## config.mk

```make
export PLATFORM = sky130hd
export DESIGN_NAME = lbs_indicator
export DESIGN_NICKNAME = d
export VERILOG_FILES = /design/src/hdl/lbs_indicator.v /design/src/hdl/lbs_ms_timer.v
export VERILOG_INCLUDE_DIRS = /design/src /design/src/hdl
export SDC_FILE = /design/constraint.sdc
export NUM_CORES = 1
export LEC_CHECK = 0
export BUFFER_PORTS_ARGS = -buffer_cell sky130_fd_sc_hd__buf_2
export CAP_MARGIN = 30
export CORE_ASPECT_RATIO = 1.4
export CORE_MARGIN = 1.5
export CORE_UTILIZATION = 30
export DETAILED_ROUTE_END_ITERATION = 16
export GPL_ROUTABILITY_DRIVEN = 0
export PLACE_DENSITY_LB_ADDON = 0.2
export SYNTH_ARGS = -nofsm -noshare
export SYNTH_HDL_FRONTEND = slang
export SYNTH_SLANG_ARGS = --single-unit
```

## constraint.sdc

```tcl
create_clock -name clk_in -period 5.2 [get_ports clk_in]
set_clock_uncertainty 0.1 [all_clocks]
set_input_delay 1.3 -clock clk_in [delete_from_list [all_inputs] [get_ports clk_in]]
set_output_delay 1.3 -clock clk_in [all_outputs]
set_load 0.02 [all_outputs]
```

## src/hdl/lbs_consts.vh

```
// Constants for the LED and buzzer status indicator.
// Assumes a 125 MHz system clock; included by the design files.
`ifndef LBS_CONSTS_VH
`define LBS_CONSTS_VH

// ----------------------------------------
// Clock and time base
// ----------------------------------------
`define LBS_CLK_HZ 125000000
`define LBS_TICK_HZ 1000
`define LBS_TICK_CYC (`LBS_CLK_HZ / `LBS_TICK_HZ)
`define LBS_TONE_HZ 2000
`define LBS_TONE_HALF_CYC (`LBS_CLK_HZ / (2 * `LBS_TONE_HZ))

// ----------------------------------------
// Pattern times in milliseconds
// ----------------------------------------
`define LBS_SLOW_ON_MS 1000
`define LBS_SLOW_PERIOD_MS 2000
`define LBS_FAST_ON_MS 400
`define LBS_FAST_PERIOD_MS 1200
`define LBS_BEEP_MS 400
`define LBS_BEEP_LATENCY_MS 500
`define LBS_WARN_AUDIBLE_MS 30000
`define LBS_WARN_CYCLE_MS 60000

// ----------------------------------------
// Operating states
// ----------------------------------------
`define LBS_ST_STANDBY 3'h0
`define LBS_ST_TRANSFER 3'h1
`define LBS_ST_COMPLETE 3'h2
`define LBS_ST_FAULT 3'h3
`define LBS_ST_WARNING 3'h4

// ----------------------------------------
// Option decode thresholds on the 10-bit reading
// ----------------------------------------
`define LBS_ADC_W 10
`define LBS_CH_CONFIG 2'h0
`define LBS_CH_THERM 2'h1
`define LBS_OPT_PULLDOWN 4'h0
`define LBS_OPT_PULLUP 4'h5
`define LBS_OPT_FIRST_DARK 4'h5
`define LBS_TH_PULLDOWN 10'h0_040
`define LBS_TH_PULLUP 10'h3_C0
`endif

```

## src/hdl/lbs_indicator.v

```verilog
// LED and buzzer status indicator for a wireless power transmitter.
// Assumes the operating state arrives as a synchronous code and the
// shared converter answers a sample request with a done pulse.
//
// How it works
// - Slow blink: one second lit, one second dark, repeating.
// - Fast blink: 400 ms lit, 800 ms dark, repeating.
// - Configuration voltage sampled once after power-on, then latched.
// - Green: slow blink in transfer, lit at complete, dark in fault/warning.
// - Red: dark in transfer/complete, lit in fault, fast blink in warning.
// - Standby option lights both LEDs until another state is entered.
// - Ten options; first five light standby, last five dark; two supported.
// - Buzzer toggles at 2 kHz while sounding, holds low when silent.
// - Entering transfer sounds one 400 ms tone.
// - Transfer tone starts within 500 ms of entering transfer.
// - Transfer tone coincides with the green LED change within 250 ms.
// - Warning sequence starts when foreign-object warning state is entered.
// - Warning: 30 s of 400/800 ms tones, then 30 s silent.
// - Warning cycle repeats while the condition lasts, stops when cleared.
// - Warning tones align with red lit, silences with red dark.
// - Red keeps fast blinking through the silent warning phase.
// - Configuration and thermistor inputs go through one muxed converter.
// - Spare indicator outputs held inactive.
`timescale 1ns/1ps
`include "lbs_consts.vh"

module lbs_indicator (
   // Clock and reset
   input wire clk_in,
   input wire arst_n_in,
   // Operating state from the transmitter controller
   input wire [2:0] op_state_in,
   // Shared converter
   input wire adc_done_in,
   input wire [9:0] adc_data_in,
   output reg adc_start_out,
   output reg [1:0] adc_channel_out,
   // Thermistor reading passed on
   output reg [9:0] thermistor_sense_out,
   // Lamp and buzzer pins
   output reg red_indicator_out,
   output reg green_indicator_out,
   output reg buzzer_out,
   output reg spare_indicator_c_out,
   output reg spare_indicator_d_out,
   // Latched option for observation
   output reg [3:0] led_option_out
);

   // ----------------------------------------
   // Reset release
   // ----------------------------------------
   reg rst_meta_ff;
   reg rst_n_ff;

   // Two-stage release of the asynchronous reset
   // Only the second stage fans out; nothing else reads the first
   always @(posedge clk_in or negedge arst_n_in) begin
      if (!arst_n_in) begin
         rst_meta_ff <= 1'b0;
         rst_n_ff <= 1'b0;
      end else begin
         rst_meta_ff <= 1'b1;
         rst_n_ff <= rst_meta_ff;
      end
   end

   // ----------------------------------------
   // Millisecond and tone enables
   // ----------------------------------------
   // Counts are worked out as integers, then cut to counter width on purpose
   localparam integer TICK_LAST_I = `LBS_TICK_CYC - 1;
   localparam integer HALF_LAST_I = `LBS_TONE_HALF_CYC - 1;
   localparam [16:0] TICK_LAST = TICK_LAST_I[16:0];
   localparam [15:0] HALF_LAST = HALF_LAST_I[15:0];
   reg [16:0] tick_cnt_ff;
   reg tick_ff;
   reg [15:0] tone_cnt_ff;
   reg tone_ff;

   // 1 kHz tick and 2 kHz tone square wave
   always @(posedge clk_in or negedge rst_n_ff) begin
      if (!rst_n_ff) begin
         tick_cnt_ff <= 17'h0_0000;
         tick_ff <= 1'b0;
         tone_cnt_ff <= 16'h0000;
         tone_ff <= 1'b0;
      end else begin
         tick_ff <= (tick_cnt_ff == TICK_LAST);
         if (tick_cnt_ff == TICK_LAST) begin
            tick_cnt_ff <= 17'h0_0000;
         end else begin
            tick_cnt_ff <= tick_cnt_ff + 17'h0_0001;
         end
         if (tone_cnt_ff == HALF_LAST) begin
            tone_cnt_ff <= 16'h0000;
            tone_ff <= ~tone_ff;
         end else begin
            tone_cnt_ff <= tone_cnt_ff + 16'h0001;
         end
      end
   end

   // ----------------------------------------
   // Option capture through the shared converter
   // ----------------------------------------
   localparam [1:0] CAP_START = 2'h0;
   localparam [1:0] CAP_WAIT = 2'h1;
   localparam [1:0] CAP_THERM = 2'h2;
   localparam [1:0] CAP_TWAIT = 2'h3;
   reg [1:0] cap_state_ff;
   reg [1:0] nxt_cap_state;
   reg opt_valid_ff;
   reg [3:0] nxt_option;

   // Threshold decode of the configuration reading
   always @* begin
      if (adc_data_in < `LBS_TH_PULLDOWN) begin
         nxt_option = `LBS_OPT_PULLDOWN;
      end else if (adc_data_in >= `LBS_TH_PULLUP) begin
         nxt_option = `LBS_OPT_PULLUP;
      end else begin
         nxt_option = `LBS_OPT_PULLDOWN;
      end
   end

   // Capture sequencer next state
   always @* begin
      nxt_cap_state = cap_state_ff;
      case (cap_state_ff)
         CAP_START: nxt_cap_state = CAP_WAIT;
         CAP_WAIT: begin
            if (adc_done_in) begin
               nxt_cap_state = CAP_THERM;
            end
         end
         CAP_THERM: nxt_cap_state = CAP_TWAIT;
         CAP_TWAIT: begin
            if (adc_done_in) begin
               nxt_cap_state = CAP_THERM;
            end
         end
         default: nxt_cap_state = CAP_START;
      endcase
   end

   // Config read once, then converter serves the thermistor only
   // Done pulses outside the two wait states are ignored
   always @(posedge clk_in or negedge rst_n_ff) begin
      if (!rst_n_ff) begin
         cap_state_ff <= CAP_START;
         opt_valid_ff <= 1'b0;
         led_option_out <= `LBS_OPT_PULLDOWN;
         adc_start_out <= 1'b0;
         adc_channel_out <= `LBS_CH_CONFIG;
         thermistor_sense_out <= 10'h000;
      end else begin
         cap_state_ff <= nxt_cap_state;
         adc_start_out <= (cap_state_ff == CAP_START) || (cap_state_ff == CAP_THERM);
         if (cap_state_ff == CAP_START) begin
            adc_channel_out <= `LBS_CH_CONFIG;
         end else if (cap_state_ff == CAP_THERM) begin
            adc_channel_out <= `LBS_CH_THERM;
         end
         if (cap_state_ff == CAP_WAIT && adc_done_in && !opt_valid_ff) begin
            led_option_out <= nxt_option;
            opt_valid_ff <= 1'b1;
         end
         if (cap_state_ff == CAP_TWAIT && adc_done_in) begin
            thermistor_sense_out <= adc_data_in;
         end
      end
   end

   // ----------------------------------------
   // State tracking and pattern timers
   // ----------------------------------------
   reg [2:0] prev_state_ff;
   wire enter_state = (op_state_in != prev_state_ff);
   wire [15:0] slow_phase;
   wire [15:0] fast_phase;
   wire [15:0] warn_phase;
   reg [15:0] beep_cnt_ff;

   // Previous state for entry detection
   always @(posedge clk_in or negedge rst_n_ff) begin
      if (!rst_n_ff) begin
         prev_state_ff <= `LBS_ST_STANDBY;
      end else begin
         prev_state_ff <= op_state_in;
      end
   end

   // Slow blink phase restarts on state entry
   lbs_ms_timer u_slow (
      .clk_in(clk_in),
      .rst_n_in(rst_n_ff),
      .tick_in(tick_ff),
      .clear_in(enter_state),
      .period_in(16'd`LBS_SLOW_PERIOD_MS),
      .phase_ff_out(slow_phase)
   );

   // Fast blink phase, shared by red LED and warning tone
   lbs_ms_timer u_fast (
      .clk_in(clk_in),
      .rst_n_in(rst_n_ff),
      .tick_in(tick_ff),
      .clear_in(enter_state),
      .period_in(16'd`LBS_FAST_PERIOD_MS),
      .phase_ff_out(fast_phase)
   );

   // Sixty-second warning cycle
   lbs_ms_timer u_warn (
      .clk_in(clk_in),
      .rst_n_in(rst_n_ff),
      .tick_in(tick_ff),
      .clear_in(enter_state || (op_state_in != `LBS_ST_WARNING)),
      .period_in(16'd`LBS_WARN_CYCLE_MS),
      .phase_ff_out(warn_phase)
   );

   wire slow_on = (slow_phase < 16'd`LBS_SLOW_ON_MS);
   wire fast_on = (fast_phase < 16'd`LBS_FAST_ON_MS);

   // Transfer-start beep length, armed on entry to transfer
   // Tone phase runs free, so the first audible edge trails entry by under 0.25 ms
   always @(posedge clk_in or negedge rst_n_ff) begin
      if (!rst_n_ff) begin
         beep_cnt_ff <= 16'h0000;
      end else if (enter_state && op_state_in == `LBS_ST_TRANSFER) begin
         beep_cnt_ff <= 16'd`LBS_BEEP_MS;
      end else if (op_state_in != `LBS_ST_TRANSFER) begin
         beep_cnt_ff <= 16'h0000;
      end else if (tick_ff && beep_cnt_ff != 16'h0000) begin
         beep_cnt_ff <= beep_cnt_ff - 16'h0001;
      end
   end

   // ----------------------------------------
   // Pin drive
   // ----------------------------------------
   reg nxt_red;
   reg nxt_green;
   reg nxt_buzz_en;
   wire standby_lit = opt_valid_ff && (led_option_out < `LBS_OPT_FIRST_DARK);

   // Lamp and buzzer pattern by operating state
   always @* begin
      nxt_red = 1'b0;
      nxt_green = 1'b0;
      nxt_buzz_en = 1'b0;
      case (op_state_in)
         `LBS_ST_STANDBY: begin
            nxt_red = standby_lit;
            nxt_green = standby_lit;
         end
         `LBS_ST_TRANSFER: begin
            nxt_green = slow_on;
            nxt_buzz_en = (beep_cnt_ff != 16'h0000);
         end
         `LBS_ST_COMPLETE: nxt_green = 1'b1;
         `LBS_ST_FAULT: nxt_red = 1'b1;
         `LBS_ST_WARNING: begin
            nxt_red = fast_on;
            nxt_buzz_en = fast_on && (warn_phase < 16'd`LBS_WARN_AUDIBLE_MS);
         end
         default: begin
            nxt_red = 1'b0;
            nxt_green = 1'b0;
         end
      endcase
   end

   // Registered pins; spares held inactive
   // A silent buzzer is held low rather than left at the tone level
   always @(posedge clk_in or negedge rst_n_ff) begin
      if (!rst_n_ff) begin
         red_indicator_out <= 1'b0;
         green_indicator_out <= 1'b0;
         buzzer_out <= 1'b0;
         spare_indicator_c_out <= 1'b0;
         spare_indicator_d_out <= 1'b0;
      end else begin
         red_indicator_out <= nxt_red;
         green_indicator_out <= nxt_green;
         buzzer_out <= nxt_buzz_en & tone_ff;
         spare_indicator_c_out <= 1'b0;
         spare_indicator_d_out <= 1'b0;
      end
   end

endmodule

```

## src/hdl/lbs_ms_timer.v

```verilog
// Millisecond phase counter with a programmable period.
// Assumes a one-cycle tick enable at 1 kHz from the parent.
`timescale 1ns/1ps
`include "lbs_consts.vh"

module lbs_ms_timer (
   // Clock and reset
   input wire clk_in,
   input wire rst_n_in,
   // Control
   input wire tick_in,
   input wire clear_in,
   input wire [15:0] period_in,
   // Phase
   output reg [15:0] phase_ff_out
);

   // Counts ticks, wraps at period, restarts on clear
   always @(posedge clk_in or negedge rst_n_in) begin
      if (!rst_n_in) begin
         phase_ff_out <= 16'h0000;
      end else if (clear_in) begin
         phase_ff_out <= 16'h0000;
      end else if (tick_in) begin
         if (phase_ff_out >= period_in - 16'h0001) begin
            phase_ff_out <= 16'h0000;
         end else begin
            phase_ff_out <= phase_ff_out + 16'h0001;
         end
      end
   end

endmodule

```

==> results.cfg <==
[cts]
cts_setup_buffers = 0
clk_pin_slew_ns = 0.06
cts-resized-gates = 0
clock_path_buffers = 2
htreeDepth = 4
clock_sinks = 123
cts_tree = yes
hold_buffers = 0
cts_root_buf = clkbuf_16
worstSkewPairLatency_ns = 0.41
cts_buffers = 17

[yosys]
netlist.top_cell.by_area = dfrtp_1
synthCells = 598
synthTopCellsByArea = dfrtp_1, nor2_1, nand3_1
async_flop_share_pct = 100
netlist.area_leader.share_pct = 50.5
synth_edf_count = 0
synth.distinct_cells = 63
syn_avg_cell_area_sq_um = 10.2
synthFlopType = dfrtp_1
ys_ff_latch = 123
syn_area_sq_um = 6090
ys_seq_area_share_pct = 50.5
yosys_warnings = 0

[final_layout]
finalInstanceArea_sq_um = 7120
area.sequential_sq_um = 3080
fillers = 1985
syn_to_final_growth_pct = 16.9
layout-drive-gt1-share_pct = 15.2
multi_input_area_sq_um = 2850
nNetsFinal = 655
antenna_cells = 0

[sta]
setup_viol = 0
rsz0062_at_grt = no
drv_slew = 0
fin_tns_setup_ns = 0
finalHoldViolations = 0
period_minus_slack_ns = 3.25
worst-slew-pin-transition_ns = 0.992
hold_slack_ns = 0.260
fin_crit_sh_pct = 62.4
max_slew_margin_pct = 33.0
fmax_mhz = 308

[grt]
overflow = 0
grt_first_pass_wirelength_um = 23200
antenna_found_initial = 1
grt_max_degree = 69
grt_pass1_vias = 4633
track_usage_pct = 13.8

[setup_path]
path_cells = buf_2, or3b_1, or3_4, a221oi_4, nand3_4, o311ai_2
path_class = primary input to flip-flop
crit_arrival_ns = 3.46
worstPathMaxFanout = 18
critPathRequiredTime_ns = 5.41
cp_slowest_cell = a221oi_4
crit_start = op_state_in[0]
cp-start-kind = primary input
slowest_delay_ns = 0.64
r2r-start = u_warn.phase_ff_out[11]$_DFFE_PN0P_
end_kind = flip-flop

[place]
post_dp_cell_area_sq_um = 6500
dp_hpwl_um = 9170
portBuffers = 32

[floorplanning]
ios = 38
die_h_um = 172
coreArea_sq_um = 19900
start_util_pct = 30.6
die_area_sq_um = 21200
rows = 61
die_x_um = 123

[pwr]
ir_drop_v = 0.000264
clkPwrFrac_pct = 53.1
swShare_pct = 22.2
combPwrFrac_pct = 4.7
p_switching_uw = 525
pwr-share-seq_pct = 42.2
internal_power_mw = 1.84
p_per_area_nw_per_um2 = 332
power.leakage_nw = 3.08

[drt]
drt.antenna.violating_nets = 0
wl_per_cell_um = 14.9
post-route-drc-count = 0
drt-pass1-iter-count = 4
vias = 4641
vias_per_cell = 5.18
drtIter0Drc = 313
finalWirelength_um = 13400

[run_status]
outcome = finished clean

[hold_path]
min_from = rst_meta_ff$_DFF_PN0_
hold_path_class = flip-flop to flip-flop

[flow_run]
cap_violations = 0
[power by group through the flow]
| stage | Sequential, mW | Clock (mW) | Combinational, mW |
|---|---|---|---|
| 3_3_place_gp | 1.02 | 0 | 0.113 |
| 5_1_grt | 1.00 | 1.33 | 0.124 |
| 4_1_cts | 1.00 | 1.29 | 0.114 |
| 6_report | 0.999 | 1.26 | 0.112 |
| 3_5_place_dp | 1.02 | 0 | 0.114 |
| 2_1_floorplan | 1.04 | 0 | 0.0514 |
[routing by layer]
| metal | up-vias | part of all wire [%] | GRT usage (%) |
|---|---|---|---|
| li1 | 2253 | - | - |
| met1 | 2290 | 46 | 17.5 |
| met2 | 79 | 49 | 22.7 |
| met3 | 17 | 2.7 | 2.92 |
| met4 | 2 | 1.7 | 5.95 |
| met5 | - | 0.075 | 0 |
[cells in the mapped netlist (4+ instances only)]
| cell type | number |
|---|---|
| o21ai_0 | 22 |
| nor4_1 | 9 |
| or3_1 | 11 |
| and3_1 | 22 |
| xnor2_1 | 20 |
| o21a_1 | 4 |
| xor2_1 | 19 |
| mux2_2 | 11 |
| a32o_1 | 8 |
| and4_1 | 4 |
| and2_1 | 6 |
| a21oi_1 | 17 |
| clkbuf_1 | 16 |
| dfrtp_1 | 123 |
| mux2i_1 | 5 |
| nand4_1 | 25 |
| nor2_1 | 49 |
| ha_1 | 8 |
| nor4b_1 | 4 |
| nand3b_1 | 5 |
| nor3_1 | 20 |
| inv_1 | 18 |
| a31o_2 | 4 |
| a21o_1 | 5 |
| nand2_1 | 45 |
| nand2b_1 | 4 |
| o31ai_1 | 5 |
| buf_4 | 6 |
| a31oi_1 | 7 |
| a41oi_1 | 5 |
| nor3b_1 | 4 |
| nand3_1 | 35 |
| or2_2 | 4 |
[flip-flops by register name, summed over array words and instances (netlist names), 2 cells and up]
| name | flops |
|---|---|
| tick_cnt_ff | 17 |
| beep_cnt_ff | 16 |
| tone_cnt_ff | 16 |
| u_fast.phase_ff_out | 16 |
| u_slow.phase_ff_out | 16 |
| u_warn.phase_ff_out | 16 |
| thermistor_sense_out | 10 |
| prev_state_ff | 3 |
| cap_state_ff | 2 |
[worst paths after layout]
kind	to	depth (start not counted)	slack [ns]
worst max-delay path	u_warn.phase_ff_out[10]$_DFFE_PN0P_	6	1.95
worst min-delay path	rst_n_ff$_DFF_PN0_	0	0.26
worst max register to register	u_warn.phase_ff_out[1]$_DFFE_PN0P_	5	2.43
worst min register to register	rst_n_ff$_DFF_PN0_	0	0.26
max in group asynchronous	u_fast.phase_ff_out[13]$_DFFE_PN0P_	1	3.40
min in group asynchronous	thermistor_sense_out[0]$_DFFE_PN0P_	0	0.32
[cells by family after synthesis]
kind of cell,Yosys count,synth area share [%]
AOI/OAI and AO/OA,105,12.8
xor gates and xnor gates,39,5.60
adders and majority gates,8,1.64
buffers and inverters,43,3.18
DFF,123,50.5
muxes,16,2.85
other,2,0.123
and+or+nand+nor,262,23.3
[layout make-up]
cell class | instances | share of cell area (%)
clock buffers | 21 | 6.46
multi-input cells | 436 | 40.0
inverters | 18 | 0.948
repair buffers | 35 | 2.56
flip-flops and latches | 123 | 43.3
well taps | 252 | 4.43
clock inverters | 11 | 2.35
[critical path: cells and delay by family]
family,cells,cell delay (ns)
AOI/OAI and AO/OA,2,0.94
and+or+nand+nor,3,1.07
buffers and inverters,1,0.15
[stage by stage]
step	setup WS (ns)	utilization, %	power [mW]	std cells
floorplan	1.42	-	1.09	602
global placement	1.61	32.6	1.13	864
detailed placement	1.56	32.6	1.13	864
CTS	2.00	35.8	2.40	896
global route	1.84	35.8	2.46	896
finish	1.95	35.8	2.37	896
[layout by cell type (no fill, tap or decap), types with 5 or more instances in the layout]
master     count
or3_1         11
mux2i_1        5
a31oi_1        7
nand2_1       45
a41oi_1        5
o31ai_1        5
a21o_1         5
xnor2_1       20
and2_1         6
a32o_1         8
xor2_1        19
nand3b_1       5
o21ai_0       22
ha_1           8
nor4_1         8
dfrtp_1      122
nor3_1        19
mux2_2        11
a21oi_1       17
conb_1         6
nand4_1       25
clkbuf_16     17
and3_1        22
nor2_1        49
buf_2         32
inv_1         18
nand3_1       35
Power figures use the tool's default switching activity.
